**src/shared/afc_pkg.sv**
```systemverilog
`default_nettype none
package afc_pkg;

    // ----------------------------------------------------------------
    // register addresses
    // ----------------------------------------------------------------
    localparam logic [7:0] ADDR_DATA_FIRST = 8'h02;  // x low byte, burst restart point
    localparam logic [7:0] ADDR_DATA_LAST  = 8'h07;  // z high byte, end of one sample group
    localparam logic [7:0] ADDR_STATUS_1   = 8'h08;  // fifo level flags
    localparam logic [7:0] ADDR_STATUS_2   = 8'h09;  // sticky event flags
    localparam logic [7:0] ADDR_FEATURE_1  = 8'h0D;  // interface_and_motion_feature
    localparam logic [7:0] ADDR_FEATURE_2  = 8'h0E;  // fifo_burst_feature

    // ----------------------------------------------------------------
    // field positions and reset values
    // ----------------------------------------------------------------
    localparam int F1_FREEZE_BIT     = 3;  // capture freeze on motion event
    localparam int F1_REARM_BIT      = 4;  // detector_rearm_on_clear
    localparam int F1_THREE_WIRE_BIT = 5;  // three_wire_serial_select
    localparam int F1_I2C_BIT        = 6;  // two-wire interface select
    localparam int F1_SPI_BIT        = 7;  // four-wire serial select
    localparam int F2_WRAP_BIT       = 0;  // burst_wrap_select
    localparam int F2_BURST_BIT      = 1;  // fifo burst enable
    localparam int F2_CLEAR_WR_BIT   = 4;  // clear_by_write_select
    localparam int F2_STREAM_BIT     = 5;  // fifo stream mode
    localparam int S1_EMPTY_BIT      = 4;  // fifo empty level
    localparam int S1_FULL_BIT       = 5;  // fifo full level
    localparam int S1_PEND_BIT       = 7;  // event flag pending while the fifo holds a sample
    localparam int S2_MOTION_BIT     = 7;  // motion_wake_irq_flag

    localparam logic [7:0] FEATURE_1_RESET = 8'h00;
    localparam logic [7:0] FEATURE_2_RESET = 8'h00;
    localparam logic [7:0] FEATURE_1_MASK  = 8'hF8;  // low three bits always read zero
    localparam logic [7:0] BYTE_ZERO       = 8'h00;

    localparam int FIFO_DEPTH_DEFAULT = 32;  // sample entries
    localparam int READ_BUF_DEPTH     = 2;   // read byte buffer entries
    localparam int SAMPLE_WIDTH       = 16;  // bits per axis

    // ----------------------------------------------------------------
    // carriers
    // ----------------------------------------------------------------
    typedef struct packed {
        logic [SAMPLE_WIDTH-1:0] z;
        logic [SAMPLE_WIDTH-1:0] y;
        logic [SAMPLE_WIDTH-1:0] x;
    } afc_sample_type;

    typedef struct packed {
        logic       start;  // new transaction, addr valid
        logic       rd;     // request next read byte
        logic       wr;     // write byte in wdata
        logic [7:0] addr;   // start address
        logic [7:0] wdata;  // write data
    } afc_access_type;

    typedef enum logic [1:0] {
        AFC_DET_ARMED   = 2'b01,
        AFC_DET_TRIPPED = 2'b10
    } afc_det_state_type;

endpackage
`default_nettype wire

```
**src/core/afc_feature_regs.sv**
```systemverilog
// Behaviour
// host sets exactly one interface select bit
// no data updates while selects all zero
// host writes zero to feature low bits
// freeze bit stops fifo on motion event
// tripped detector ignores events until cleared; code ignores them until rearmed
// rearm off: detector rearms leaving wake mode
// rearm on: clearing flag rearms detector
// three-wire bit picks three-wire serial
// two-wire select disables serial peripheral link
// serial select disables two-wire link
// no select keeps power-up interface type
// wrap off: burst returns 0x02 after 0x07
// wrap on: burst returns 0x02 after 0x09
// wrap and burst same on every interface
// burst off: one six-byte group per transaction
// burst on: many groups, whole fifo
// flags cleared by status read or write
// stream drops oldest; else full refuses
// burst pops next entry after each group
`timescale 1ns/1ps
`default_nettype none
module afc_feature_regs
    import afc_pkg::*;
#(
    parameter int FIFO_DEPTH = FIFO_DEPTH_DEFAULT
) (
    input  wire logic            clk,
    input  wire logic            rst,
    input  wire afc_access_type  acc,
    output logic                 acc_ready,
    output logic [7:0]           rd_byte,
    output logic                 rd_valid,
    input  wire logic            rd_ready,
    input  wire afc_sample_type  sample_in,
    input  wire logic            sample_valid,
    input  wire logic            fifo_enable,
    input  wire logic            wake_on_motion_mode,
    input  wire logic            motion_event,
    input  wire logic            powerup_is_spi,
    output logic                 i2c_active,
    output logic                 spi_active,
    output logic                 three_wire_active,
    output logic                 motion_wake_irq_flag,
    output logic                 capture_frozen,
    output logic [15:0]          x_axis_output,
    output logic [15:0]          y_axis_output,
    output logic [15:0]          z_axis_output
);

    // ----------------------------------------------------------------
    // elaboration check
    // ----------------------------------------------------------------
    if (FIFO_DEPTH < 2) begin : g_bad
        $error("afc_feature_regs needs FIFO_DEPTH of at least 2");
    end

    localparam int CW = $clog2(FIFO_DEPTH+1);

    // ----------------------------------------------------------------
    // state
    // ----------------------------------------------------------------
    logic [7:0]        feature_1_ff;    // interface_and_motion_feature
    logic [7:0]        feature_2_ff;    // fifo_burst_feature
    logic [7:0]        addr_ff;         // burst address counter
    logic              strap_spi_ff;    // interface type caught after reset
    logic              strap_taken_ff;  // strap already caught
    logic              flag_ff;         // motion_wake_irq_flag
    logic              frozen_ff;       // fifo capture stopped
    afc_det_state_type det_ff;          // activity detector state
    afc_sample_type    out_ff;          // output data registers
    logic              loaded_ff;       // output regs hold an unread entry
    logic              hold_ff;         // no more pops this transaction

    logic [7:0]        nxt_addr;
    afc_det_state_type nxt_det;

    // ----------------------------------------------------------------
    // interface selection
    // ----------------------------------------------------------------
    wire sel_i2c   = feature_1_ff[F1_I2C_BIT];
    wire sel_spi   = feature_1_ff[F1_SPI_BIT] | feature_1_ff[F1_THREE_WIRE_BIT];
    // all three bits zero: registers work but no samples land
    wire any_sel   = sel_i2c | sel_spi;
    // one select forbids the other; with none, the strap decides
    assign i2c_active = !sel_spi && (sel_i2c || !strap_spi_ff);
    assign spi_active = !sel_i2c && (sel_spi || strap_spi_ff);
    assign three_wire_active = spi_active && feature_1_ff[F1_THREE_WIRE_BIT];

    // ----------------------------------------------------------------
    // access decode
    // ----------------------------------------------------------------
    logic buf_in_ready;  // read byte buffer has room
    wire [7:0] cur_addr  = acc.start ? acc.addr : addr_ff;
    wire       rd_take   = acc.rd && buf_in_ready;
    wire       wr_take   = acc.wr;
    // wrap point is the same whatever link carried the access
    wire [7:0] wrap_end  = feature_2_ff[F2_WRAP_BIT] ? ADDR_STATUS_2 : ADDR_DATA_LAST;
    wire       at_wrap   = (cur_addr == wrap_end);
    wire       group_end = rd_take && (cur_addr == ADDR_DATA_LAST);
    assign acc_ready = buf_in_ready;

    // next burst address
    always_comb begin
        nxt_addr = addr_ff;
        if (rd_take || wr_take) begin
            nxt_addr = at_wrap ? ADDR_DATA_FIRST : cur_addr + 8'h01;
        end else if (acc.start) begin
            nxt_addr = acc.addr;
        end
    end

    // ----------------------------------------------------------------
    // flag clearing
    // ----------------------------------------------------------------
    wire wr_clear_sel = feature_2_ff[F2_CLEAR_WR_BIT] && sel_i2c;
    wire read_clears  = i2c_active && !wr_clear_sel;
    wire write_clears = spi_active || wr_clear_sel;
    wire flag_clear   = (rd_take && cur_addr == ADDR_STATUS_2 && read_clears)
                     || (wr_take && cur_addr == ADDR_STATUS_2 && write_clears);

    // ----------------------------------------------------------------
    // activity detector
    // ----------------------------------------------------------------
    wire trip = (det_ff == AFC_DET_ARMED) && wake_on_motion_mode && motion_event;

    always_comb begin
        nxt_det = det_ff;
        case (det_ff)
            AFC_DET_ARMED: begin
                if (trip) begin
                    nxt_det = AFC_DET_TRIPPED;
                end
            end
            AFC_DET_TRIPPED: begin
                // further events are ignored here until a rearm
                if (!wake_on_motion_mode) begin
                    nxt_det = AFC_DET_ARMED;
                end else if (flag_clear && feature_1_ff[F1_REARM_BIT]) begin
                    nxt_det = AFC_DET_ARMED;
                end
            end
            default: begin
                nxt_det = AFC_DET_ARMED;
            end
        endcase
    end

    // ----------------------------------------------------------------
    // sample fifo
    // ----------------------------------------------------------------
    afc_sample_type fifo_head;   // oldest sample
    logic           fifo_valid;  // fifo holds a sample
    logic           fifo_room;   // fifo can take a sample
    logic [CW-1:0]  fifo_count;  // samples held

    wire fifo_full  = (fifo_count == CW'(FIFO_DEPTH));
    wire fifo_empty = !fifo_valid;
    wire stream_on  = feature_2_ff[F2_STREAM_BIT] && fifo_enable;
    wire capture    = sample_valid && fifo_enable && any_sel && !frozen_ff;
    // stream mode makes room by dropping the oldest entry
    wire drop_old   = capture && fifo_full && stream_on;
    // outside stream mode a full fifo simply refuses the new sample
    wire push       = capture && (!fifo_full || stream_on);
    // burst mode reloads on a group's last byte, in time for the next read
    wire load_regs  = fifo_enable && fifo_valid && !hold_ff
                   && (!loaded_ff || (group_end && feature_2_ff[F2_BURST_BIT]));
    wire fifo_pop   = load_regs || drop_old;

    afc_buffer #(
        .WIDTH ($bits(afc_sample_type)),
        .DEPTH (FIFO_DEPTH)
    ) u_sample_fifo (
        .clk       (clk),
        .rst       (rst),
        .in_data   (sample_in),
        .in_valid  (push),
        .in_ready  (fifo_room),
        .out_data  (fifo_head),
        .out_valid (fifo_valid),
        .out_ready (fifo_pop),
        .count     (fifo_count)
    );

    // ----------------------------------------------------------------
    // read data selection
    // ----------------------------------------------------------------
    wire [7:0] status_1 = {fifo_valid && flag_ff, 1'b0, fifo_full, fifo_empty, 4'h0};
    wire [7:0] status_2 = {flag_ff, 7'h00};
    logic [7:0] rd_mux;  // byte at the current address

    always_comb begin
        case (cur_addr)
            8'h02:          rd_mux = out_ff.x[7:0];
            8'h03:          rd_mux = out_ff.x[15:8];
            8'h04:          rd_mux = out_ff.y[7:0];
            8'h05:          rd_mux = out_ff.y[15:8];
            8'h06:          rd_mux = out_ff.z[7:0];
            8'h07:          rd_mux = out_ff.z[15:8];
            ADDR_STATUS_1:  rd_mux = status_1;
            ADDR_STATUS_2:  rd_mux = status_2;
            ADDR_FEATURE_1: rd_mux = feature_1_ff & FEATURE_1_MASK;
            ADDR_FEATURE_2: rd_mux = feature_2_ff;
            default:        rd_mux = BYTE_ZERO;
        endcase
    end

    // two-entry buffer so a stalled receiver loses no byte
    afc_buffer #(
        .WIDTH (8),
        .DEPTH (READ_BUF_DEPTH)
    ) u_read_buf (
        .clk       (clk),
        .rst       (rst),
        .in_data   (rd_mux),
        .in_valid  (acc.rd),
        .in_ready  (buf_in_ready),
        .out_data  (rd_byte),
        .out_valid (rd_valid),
        .out_ready (rd_ready),
        .count     ()
    );

    // ----------------------------------------------------------------
    // feature registers and address counter
    // ----------------------------------------------------------------
    always_ff @(posedge clk or posedge rst) begin
        if (rst) begin
            feature_1_ff <= FEATURE_1_RESET;
            feature_2_ff <= FEATURE_2_RESET;
            addr_ff      <= BYTE_ZERO;
        end else begin
            addr_ff <= nxt_addr;
            // low bits are kept zero even if the host breaks the rule
            if (wr_take && cur_addr == ADDR_FEATURE_1) begin
                feature_1_ff <= acc.wdata & FEATURE_1_MASK;
            end
            if (wr_take && cur_addr == ADDR_FEATURE_2) begin
                feature_2_ff <= acc.wdata;
            end
        end
    end

    // power-up interface type, caught once after reset release
    always_ff @(posedge clk or posedge rst) begin
        if (rst) begin
            strap_spi_ff   <= 1'b0;
            strap_taken_ff <= 1'b0;
        end else if (!strap_taken_ff) begin
            strap_spi_ff   <= powerup_is_spi;
            strap_taken_ff <= 1'b1;
        end
    end

    // ----------------------------------------------------------------
    // detector, flag and freeze
    // ----------------------------------------------------------------
    always_ff @(posedge clk or posedge rst) begin
        if (rst) begin
            det_ff    <= AFC_DET_ARMED;
            flag_ff   <= 1'b0;
            frozen_ff <= 1'b0;
        end else begin
            det_ff <= nxt_det;
            // a new trip in the clear cycle wins over the clear
            if (trip) begin
                flag_ff <= 1'b1;
            end else if (flag_clear) begin
                flag_ff <= 1'b0;
            end
            if (trip && feature_1_ff[F1_FREEZE_BIT]) begin
                frozen_ff <= 1'b1;
            end else if (flag_clear || !wake_on_motion_mode) begin
                frozen_ff <= 1'b0;
            end
        end
    end

    // ----------------------------------------------------------------
    // output data registers
    // ----------------------------------------------------------------
    always_ff @(posedge clk or posedge rst) begin
        if (rst) begin
            out_ff    <= '0;
            loaded_ff <= 1'b0;
            hold_ff   <= 1'b0;
        end else begin
            if (load_regs) begin
                out_ff    <= fifo_head;
                loaded_ff <= 1'b1;
            end else if (!fifo_enable && sample_valid && any_sel) begin
                out_ff <= sample_in;
            end
            if (group_end && !load_regs) begin
                loaded_ff <= 1'b0;
            end
            // without burst, one group per transaction keeps it atomic
            if (acc.start) begin
                hold_ff <= 1'b0;
            end else if (group_end && !feature_2_ff[F2_BURST_BIT]) begin
                hold_ff <= 1'b1;
            end
        end
    end

    assign motion_wake_irq_flag = flag_ff;
    assign capture_frozen       = frozen_ff;
    assign x_axis_output        = out_ff.x;
    assign y_axis_output        = out_ff.y;
    assign z_axis_output        = out_ff.z;

endmodule
`default_nettype wire

```
**src/core/afc_buffer.sv**
```systemverilog
`timescale 1ns/1ps
`default_nettype none
module afc_buffer
    import afc_pkg::*;
#(
    parameter int WIDTH = 8,
    parameter int DEPTH = 2
) (
    input  wire logic                       clk,
    input  wire logic                       rst,
    input  wire logic [WIDTH-1:0]           in_data,
    input  wire logic                       in_valid,
    output logic                            in_ready,
    output logic [WIDTH-1:0]                out_data,
    output logic                            out_valid,
    input  wire logic                       out_ready,
    output logic [$clog2(DEPTH+1)-1:0]      count
);

    // ----------------------------------------------------------------
    // elaboration check
    // ----------------------------------------------------------------
    if (DEPTH < 2 || WIDTH < 1) begin : g_bad
        $error("afc_buffer needs DEPTH of at least 2");
    end

    localparam int PW = $clog2(DEPTH);
    localparam int CW = $clog2(DEPTH+1);
    localparam logic [PW-1:0] LAST_PTR = PW'(DEPTH-1);

    logic [WIDTH-1:0] mem_ff [DEPTH];  // entry storage
    logic [PW-1:0]    wr_ptr_ff;       // next write slot
    logic [PW-1:0]    rd_ptr_ff;       // oldest entry
    logic [CW-1:0]    count_ff;        // entries held

    wire full  = (count_ff == CW'(DEPTH));
    wire empty = (count_ff == '0);
    wire pop   = out_valid && out_ready;
    // a pop in the same cycle frees the slot, so a full buffer still flows
    wire push  = in_valid && in_ready;

    assign in_ready  = !full || out_ready;
    assign out_valid = !empty;
    assign out_data  = mem_ff[rd_ptr_ff];
    assign count     = count_ff;

    // storage write, no reset needed on data
    always_ff @(posedge clk) begin
        if (push) begin
            mem_ff[wr_ptr_ff] <= in_data;
        end
    end

    // pointers and level
    always_ff @(posedge clk or posedge rst) begin
        if (rst) begin
            wr_ptr_ff <= '0;
            rd_ptr_ff <= '0;
            count_ff  <= '0;
        end else begin
            if (push) begin
                wr_ptr_ff <= (wr_ptr_ff == LAST_PTR) ? '0 : wr_ptr_ff + 1'b1;
            end
            if (pop) begin
                rd_ptr_ff <= (rd_ptr_ff == LAST_PTR) ? '0 : rd_ptr_ff + 1'b1;
            end
            count_ff <= count_ff + CW'(push) - CW'(pop);
        end
    end

endmodule
`default_nettype wire

```
**config.mk**
```make
export PLATFORM = sky130hd
export DESIGN_NAME = afc_feature_regs
export DESIGN_NICKNAME = d
export VERILOG_FILES = /design/src/shared/afc_pkg.sv /design/src/core/afc_feature_regs.sv /design/src/core/afc_buffer.sv
export SDC_FILE = /design/constraint.sdc
export NUM_CORES = 2
export LEC_CHECK = 0
export BUFFER_PORTS_ARGS = -buffer_cell sky130_fd_sc_hd__clkbuf_2
export CAP_MARGIN = 25
export CORE_ASPECT_RATIO = 1.1
export CORE_UTILIZATION = 60
export CTS_CLUSTER_SIZE = 16
export DETAILED_ROUTE_END_ITERATION = 8
export GPL_ROUTABILITY_DRIVEN = 1
export HOLD_SLACK_MARGIN = 0.06
export PLACE_DENSITY = 0.86
export SYNTH_ARGS = -nofsm -noshare
export SYNTH_HDL_FRONTEND = slang
export SYNTH_SLANG_ARGS = --single-unit
```
**constraint.sdc**
```tcl
create_clock -name clk -period 4.8 [get_ports clk]
set_input_delay 0.72 -clock clk [delete_from_list [all_inputs] [get_ports clk]]
set_output_delay 0.72 -clock clk [all_outputs]
set_load 0.01 [all_outputs]
```
**After elaboration in Yosys (flattened, before gate mapping)**

Memories as Yosys holds them, arrays and structs flattened.
Cells that the tools add are included.

- Bits in registers: 97
- RAM bits: 1552
- Bits of input ports: 75
- Output and inout port bits: 63
- Memories: 2

- Add/sub/neg operators: 9
- Equality and inequality tests: 19
- Multiplexer cells: 27
- Bitwise operators: 2
- Reduce and logical (&&, ||, !) cells: 70

Memory list:

| memory | words | bits a word | read ports | clocked after memory_dff | wr ports | RTL line | text |
|---|---|---|---|---|---|---|---|
| u_sample_fifo.mem_ff | 32 | 48 | 1 | 0 | 1 | afc_buffer.sv:31 | `logic [WIDTH-1:0] mem_ff [DEPTH];` |
| u_read_buf.mem_ff | 2 | 8 | 1 | 0 | 1 | afc_buffer.sv:31 |  |

Operators with widths:

| operator | number |
|---|---|
| 2-to-1 mux 48 bit | 2 |
| one-hot mux 8 bit (10 select lines) | 1 |
| logical AND 1 bit | 36 |
| == test 8 x 3 -> 1 bit (second input constant) | 4 |
| == test 8 x 4 -> 1 bit (second input constant) | 4 |
| 2-to-1 mux 8 bit | 3 |
| == test 8 x 2 -> 1 bit (second input constant) | 2 |
| logical NOT 1 bit | 15 |
| 2-to-1 mux 1 bit | 14 |
| logical OR 1 bit | 11 |
| adder 5 x 1 -> 5 bit (second input constant) | 2 |
| == test 5 bit (second input constant) | 2 |
| 2-to-1 mux 5 bit | 2 |
| nonzero test 2 bit | 5 |
| adder 8 x 1 -> 8 bit (second input constant) | 1 |
| == test 8 x 4 -> 1 bit | 1 |
| adder 6 x 1 -> 6 bit | 1 |
| == test 6 bit (second input constant) | 1 |
| logical NOT 6 bit | 1 |
| 2-to-1 mux 2 bit | 3 |
| subtractor 6 x 1 -> 6 bit | 1 |
| == test 2 bit (second input constant) | 2 |
| 2-to-1 mux 4 bit | 1 |
| one-hot mux 2 bit (2 select lines) | 1 |
| other kinds (9) | 11 |

**Logic depth before layout (Yosys ltp)**

- Word-level depth: 13
- Gate-level depth with buffers: 18
- Gate-level depth less buffers: 15

**Cells and area by module**

A second synthesis with hierarchy kept.

- Cell total of the unflattened synthesis: 3082
- Area total of the unflattened synthesis: 64418.0 µm²

Modules (own cells, without submodules):

| module | times used | cells an instance | area an instance (µm²) | seq. area each (µm²) |
|---|---|---|---|---|
| afc_buffer (u_sample_fifo) | 1 | 2659 | 59051.6 | 46524.6 |
| afc_feature_regs | 1 | 375 | 4543.1 | 1928.1 |
| afc_buffer (u_read_buf) | 1 | 48 | 823.3 | 580.6 |

**Worst setup path before layout**

OpenSTA, ideal clock, no wires.

- Path type: input -> register
- From: input acc[18] in the netlist's numbering
- To: register u_sample_fifo.count_ff[4] (netlist: u_sample_fifo.count[4])
- Library setup time: 80 ps
- Arrival: 4077 ps
- Data required time: 4720 ps
- Path slack: 644 ps
- Cell stages on the path: 18
- Buffers on the path: 3
- Path through: buf_2 > buf_2 > mux2i_1 > inv_1 > ha_1 > and2_1 > a41oi_1 > and2_1 > clkbuf_1 > inv_1 > ha_1 > inv_1 > ha_1 > fa_1 > a21oi_1 > nor2_1 > nor2_1 > xnor2_1

- Elaborated cells on any way between the ends: 12
- Those cells by class: add/sub (2); eq/ne (1); mux (1); reduce/logical (8)

RTL lines:

| what | RTL line | text |
|---|---|---|
| from (decl) | afc_feature_regs.sv:30 | `input wire afc_access_type acc,` |
| 2-to-1 mux 8 bit | - |  |
| == test 8 x 3 -> 1 bit | afc_feature_regs.sv:100 | `wire group_end = rd_take && (cur_addr == ADDR_DATA_LAST);` |
| logical AND 1 bit | afc_feature_regs.sv:100 |  |
| logical AND 1 bit | afc_feature_regs.sv:167 | `&& (!loaded_ff \|\| (group_end && feature_2_ff[F2_BURST_BIT]));` |
| logical OR 1 bit | afc_feature_regs.sv:167 |  |
| logical AND 1 bit | afc_feature_regs.sv:167 |  |
| logical OR 1 bit | afc_feature_regs.sv:168 | `wire fifo_pop = load_regs \|\| drop_old;` |
| logical AND 1 bit | afc_buffer.sv:38 | `wire pop = out_valid && out_ready;` |
| net u_sample_fifo.pop | afc_buffer.sv:38 |  |
| subtractor 6 x 1 -> 6 bit | afc_buffer.sv:67 | `count_ff <= count_ff + CW'(push) - CW'(pop);` |
| to (signal assigned) | afc_buffer.sv:67 |  |
| to (decl) | afc_buffer.sv:34 | `logic [CW-1:0] count_ff;` |

The timed path passes the listed nets, and every way through them passes these cells.
A chain may end at the register's enable or synchronous reset.

**Final worst setup path**

- From: register u_sample_fifo.count_ff[4] (netlist: u_sample_fifo.count[4])
- To: memory u_sample_fifo.mem_ff[21][23] in the netlist's numbering (enable)

- Word-level cells in the longest chain between the ends: 10
- Elaborated cells on any way between the ends: 16
- Those cells by class: eq/ne (1); mux (2); reduce/logical (13)

Ends and longest elaborated chain:

| what | RTL line | text |
|---|---|---|
| logical NOT 6 bit | afc_buffer.sv:37 | `wire empty = (count_ff == '0);` |
| logical NOT 1 bit | afc_buffer.sv:43 | `assign out_valid = !empty;` |
| logical AND 1 bit (2 in a row) | afc_feature_regs.sv:166 | `wire load_regs = fifo_enable && fifo_valid && !hold_ff` |
| logical AND 1 bit | afc_feature_regs.sv:167 |  |
| logical OR 1 bit | afc_feature_regs.sv:168 |  |
| logical OR 1 bit | afc_buffer.sv:42 | `assign in_ready = !full \|\| out_ready;` |
| logical AND 1 bit * | afc_buffer.sv:40 | `wire push = in_valid && in_ready;` |
| net u_sample_fifo.push | afc_buffer.sv:40 |  |
| 2-to-1 mux 1 bit * | afc_buffer.sv:49 | `if (push) begin` |
| 2-to-1 mux 1 bit (implied by the code) * | afc_buffer.sv:50 | `mem_ff[wr_ptr_ff] <= in_data;` |
| to (decl) | afc_buffer.sv:31 |  |

Mark *: on every way through the listed nets, which the timed path passes. The rest lies on a longest branch.

==> impl_metrics.env <==
export IMPL_status="finished clean"
export IMPL_numCtsBuffers=150
export IMPL_root_buffer="clkbuf_16"
export IMPL_slew_headroom_pct=24.8
export IMPL_crit_fanout=28
export IMPL_drv_cap=0
export IMPL_final_common_cell="edfxtp_1"
export IMPL_cts_setup_buffers=0
export IMPL_synth_xor_area_share_pct=0.207
export IMPL_cts_tree="yes"
export IMPL_dp_final_hpwl_mm=99.3
export IMPL_cts_sinks=1649
export IMPL_fin_skew_ps=34.9
export IMPL_h_tree_depth=4
export IMPL_layout_nets=3167
export IMPL_synth_compound_area_share_pct=3.80
export IMPL_start_kind="flop"
export IMPL_p_comb_share_pct=22.8
export IMPL_num_vias=35400
export IMPL_tns_ps=0
export IMPL_fmax_ghz=0.224
export IMPL_rsz0062_at_grt="no"
export IMPL_synth_fp_nets=2953
export IMPL_synth_edf_count=1552
export IMPL_synth_seq_cells=1649
export IMPL_io_buffer_count=137
export IMPL_pwr_share_clk_pct=32.0
export IMPL_first_pass_iters=8
export IMPL_p_leak_nw=23.5
export IMPL_critPathLaunch="u_sample_fifo.count[4]"
export IMPL_synth_top_family_by_area="multiplexers"
export IMPL_ios=138
export IMPL_hold_viol=0
export IMPL_final_cell_mix="edfxtp_1 (1552), mux4_2 (384), clkbuf_16 (152)"
export IMPL_drv_slew=0
export IMPL_gp_congestion=0.921
export IMPL_cp_required_ps=5270
export IMPL_synth_simple_gate_area_share_pct=1.36
export IMPL_yosys_warnings=0
export IMPL_postSynthAreaPerCell_um2=22.2
export IMPL_synthAdderAreaFrac_pct=0.465
export IMPL_r2r_start="u_sample_fifo.count[4]"
export IMPL_seqPwrFrac_pct=45.1
export IMPL_avgViaCountPerCell=7.72
export IMPL_antenna_found_initial=14
export IMPL_clk_pin_slew_ps=70
export IMPL_path_class="reg2reg"
export IMPL_insertion_delay_ps=790
export IMPL_die_w_um=312
export IMPL_grt_max_degree=94
export IMPL_cts_resized=0
export IMPL_fin_cells=4583
export IMPL_syn_inst=2855
export IMPL_drive_gt1_share_pct=28.3
export IMPL_clockBufferDepth=3
export IMPL_core_um2=104000
export IMPL_first_iter_violations=6711
export IMPL_dieArea_um2=107000
export IMPL_muxShareOfSynthArea_pct=15.7
export IMPL_arrival_ps=4930
export IMPL_crit_path_end_kind="flop"
export IMPL_synth_area_um2=63500
export IMPL_hold_ws_ps=144
export IMPL_async_reset_ff_share_pct=5.88
export IMPL_routedWlPerCell_um=40.5
export IMPL_synthFlopType="edfxtp_1"
export IMPL_powerDensity_nw_per_um2=534
export IMPL_p_switching_w=0.0113
export IMPL_synth_top_area_share_pct=73.4
export IMPL_switching_share_pct=29.8
export IMPL_die_h_um=343
export IMPL_design_area_um2=71300
export IMPL_area_delta_synth_final_pct=12.4
export IMPL_setup_violations=0
export IMPL_rows=124
export IMPL_vdd_drop_max_mv=0.402
export IMPL_placed_cells=4301
export IMPL_p_int_w=0.0267
export IMPL_yosysTopAreaCell="edfxtp_1"
export IMPL_hp_class="in2async"
export IMPL_initial_core_util_pct=60.8
export IMPL_antenna_left=0
export IMPL_drc_errors=0
export IMPL_fin_crit_ps=4460
export IMPL_grt_pass1_wl_mm=261
export IMPL_netlist_top_cells_area="edfxtp_1 (73%), mux4_2 (14%), dfrtp_1 (3.8%)"
export IMPL_grt_pass1_vias=35100
export IMPL_worst_pin_slew_ps=1130
export IMPL_fin_crit_sh_pct=92.9
export IMPL_synth_cell_type_count=65
export IMPL_wl_mm=186
export IMPL_track_usage_pct=34.9
export IMPL_placed_cell_area_um2=66400
export IMPL_postCtsHoldBufs=0
export IMPL_overflow=0
export IMPL_ys_seq_area_share_pct=77.3
-- metrics by stage --
stage / utilization (%) / worst slack, ps / power [W]
after CTS: 68.2 / 450 / 0.0378
final: 68.3 / 341 / 0.0380
after detailed placement: 63.6 / 606 / 0.0255
after global placement: 63.5 / 804 / 0.0252
after floorplan: - / 644 / 0.0224
after global routing: 68.3 / 268 / 0.0387
-- power by group through the flow --
stage | Combinational (W) | Sequential [W] | Clock, W
2_1_floorplan | 0.00569 | 0.0167 | 0
3_3_place_gp | 0.00789 | 0.0173 | 0
3_5_place_dp | 0.00819 | 0.0173 | 0
4_1_cts | 0.00855 | 0.0171 | 0.0122
5_1_grt | 0.00896 | 0.0171 | 0.0127
6_report | 0.00869 | 0.0172 | 0.0122
-- sequential cells by signal, summed over array words and instances (netlist names), 5 cells and up --
register                 cells
y_axis_output               16
u_sample_fifo.mem_ff      1536
u_sample_fifo.rd_ptr_ff      5
u_sample_fifo.count          6
z_axis_output               16
feature_1_ff                 5
u_sample_fifo.wr_ptr_ff      5
u_read_buf.mem_ff           16
x_axis_output               16
addr_ff                      8
feature_2_ff                 8
-- per-layer routing --
layer | up-vias | wire length, um | GRT usage, %
met5 | - | 79 | 0
met4 | 14 | 10400 | 16.4
met3 | 826 | 28100 | 11.3
met2 | 4083 | 87500 | 54.6
met1 | 17800 | 59400 | 44.9
li1 | 12600 | - | -
-- worst max-delay path, cell delays in order, from the launching register on --
cell	delay, ps
dfrtp_1	360
inv_1	110
ha_1	200
or4bb_1	520
o2111ai_1	660
clkinv_1	520
nand2_1	920
nor2_4	420
buf_4	410
-- Yosys cell counts, types with 3 or more instances --
| master | number |
|---|---|
| a22o_1 | 5 |
| nand2_1 | 19 |
| a21oi_1 | 6 |
| ha_1 | 22 |
| a211o_1 | 47 |
| mux2i_1 | 103 |
| and2_1 | 8 |
| nor3_1 | 9 |
| buf_2 | 58 |
| o21ai_0 | 10 |
| mux2_2 | 25 |
| a22oi_1 | 11 |
| nor2b_1 | 6 |
| nand2b_1 | 3 |
| a222oi_1 | 7 |
| xnor2_1 | 8 |
| and3_1 | 9 |
| nor4b_1 | 4 |
| mux4_2 | 384 |
| or3b_1 | 3 |
| a31oi_1 | 5 |
| a211oi_1 | 51 |
| a221oi_1 | 5 |
| clkbuf_1 | 79 |
| dfrtp_1 | 96 |
| o22ai_1 | 96 |
| inv_1 | 21 |
| buf_1 | 23 |
| edfxtp_1 | 1552 |
| or2_2 | 3 |
| o31ai_1 | 3 |
| xor2_1 | 7 |
| or3b_2 | 6 |
| nand3b_1 | 9 |
| nor3b_1 | 3 |
| a221o_1 | 48 |
| nor2_1 | 51 |
| or3_1 | 5 |
| nand3_1 | 14 |
-- kinds of logic after synthesis --
| kind of cell | count (synthesis) |
|---|---|
| multiplexers | 512 |
| AND/OR/NAND/NOR | 160 |
| other | 1 |
| adder cells (fa/ha/maj) | 23 |
| flip-flops | 1649 |
| buffers and inverters | 182 |
| AO/OA/AOI/OAI | 313 |
| XOR/XNOR | 15 |
-- final timing paths --
| kind | endpoint | slack [ps] | cells past startpoint |
|---|---|---|---|
| hold / removal | x_axis_output[1] | 140 | 2 |
| hold reg to reg | strap_spi_ff | 500 | 1 |
| setup / recovery | u_sample_fifo.mem_ff[21][23] | 340 | 8 |
| min in group clk | feature_2_ff[0] | 190 | 2 |
| max in group asynchronous | y_axis_output[4] | 3460 | 3 |
| setup reg to reg | u_sample_fifo.mem_ff[21][23] | 340 | 8 |
-- layout make-up --
type,instances,area [um2]
timing repair buffer,222,1590
fill,5604,33100
tap,1386,1730
clock inverter,73,810
sequential,1649,49000
multi-input combinational,1024,14000
antenna,10,25.0
inverter,22,85.1
clock buffer,197,4050
Note: power is estimated with default switching activity, not from simulation.
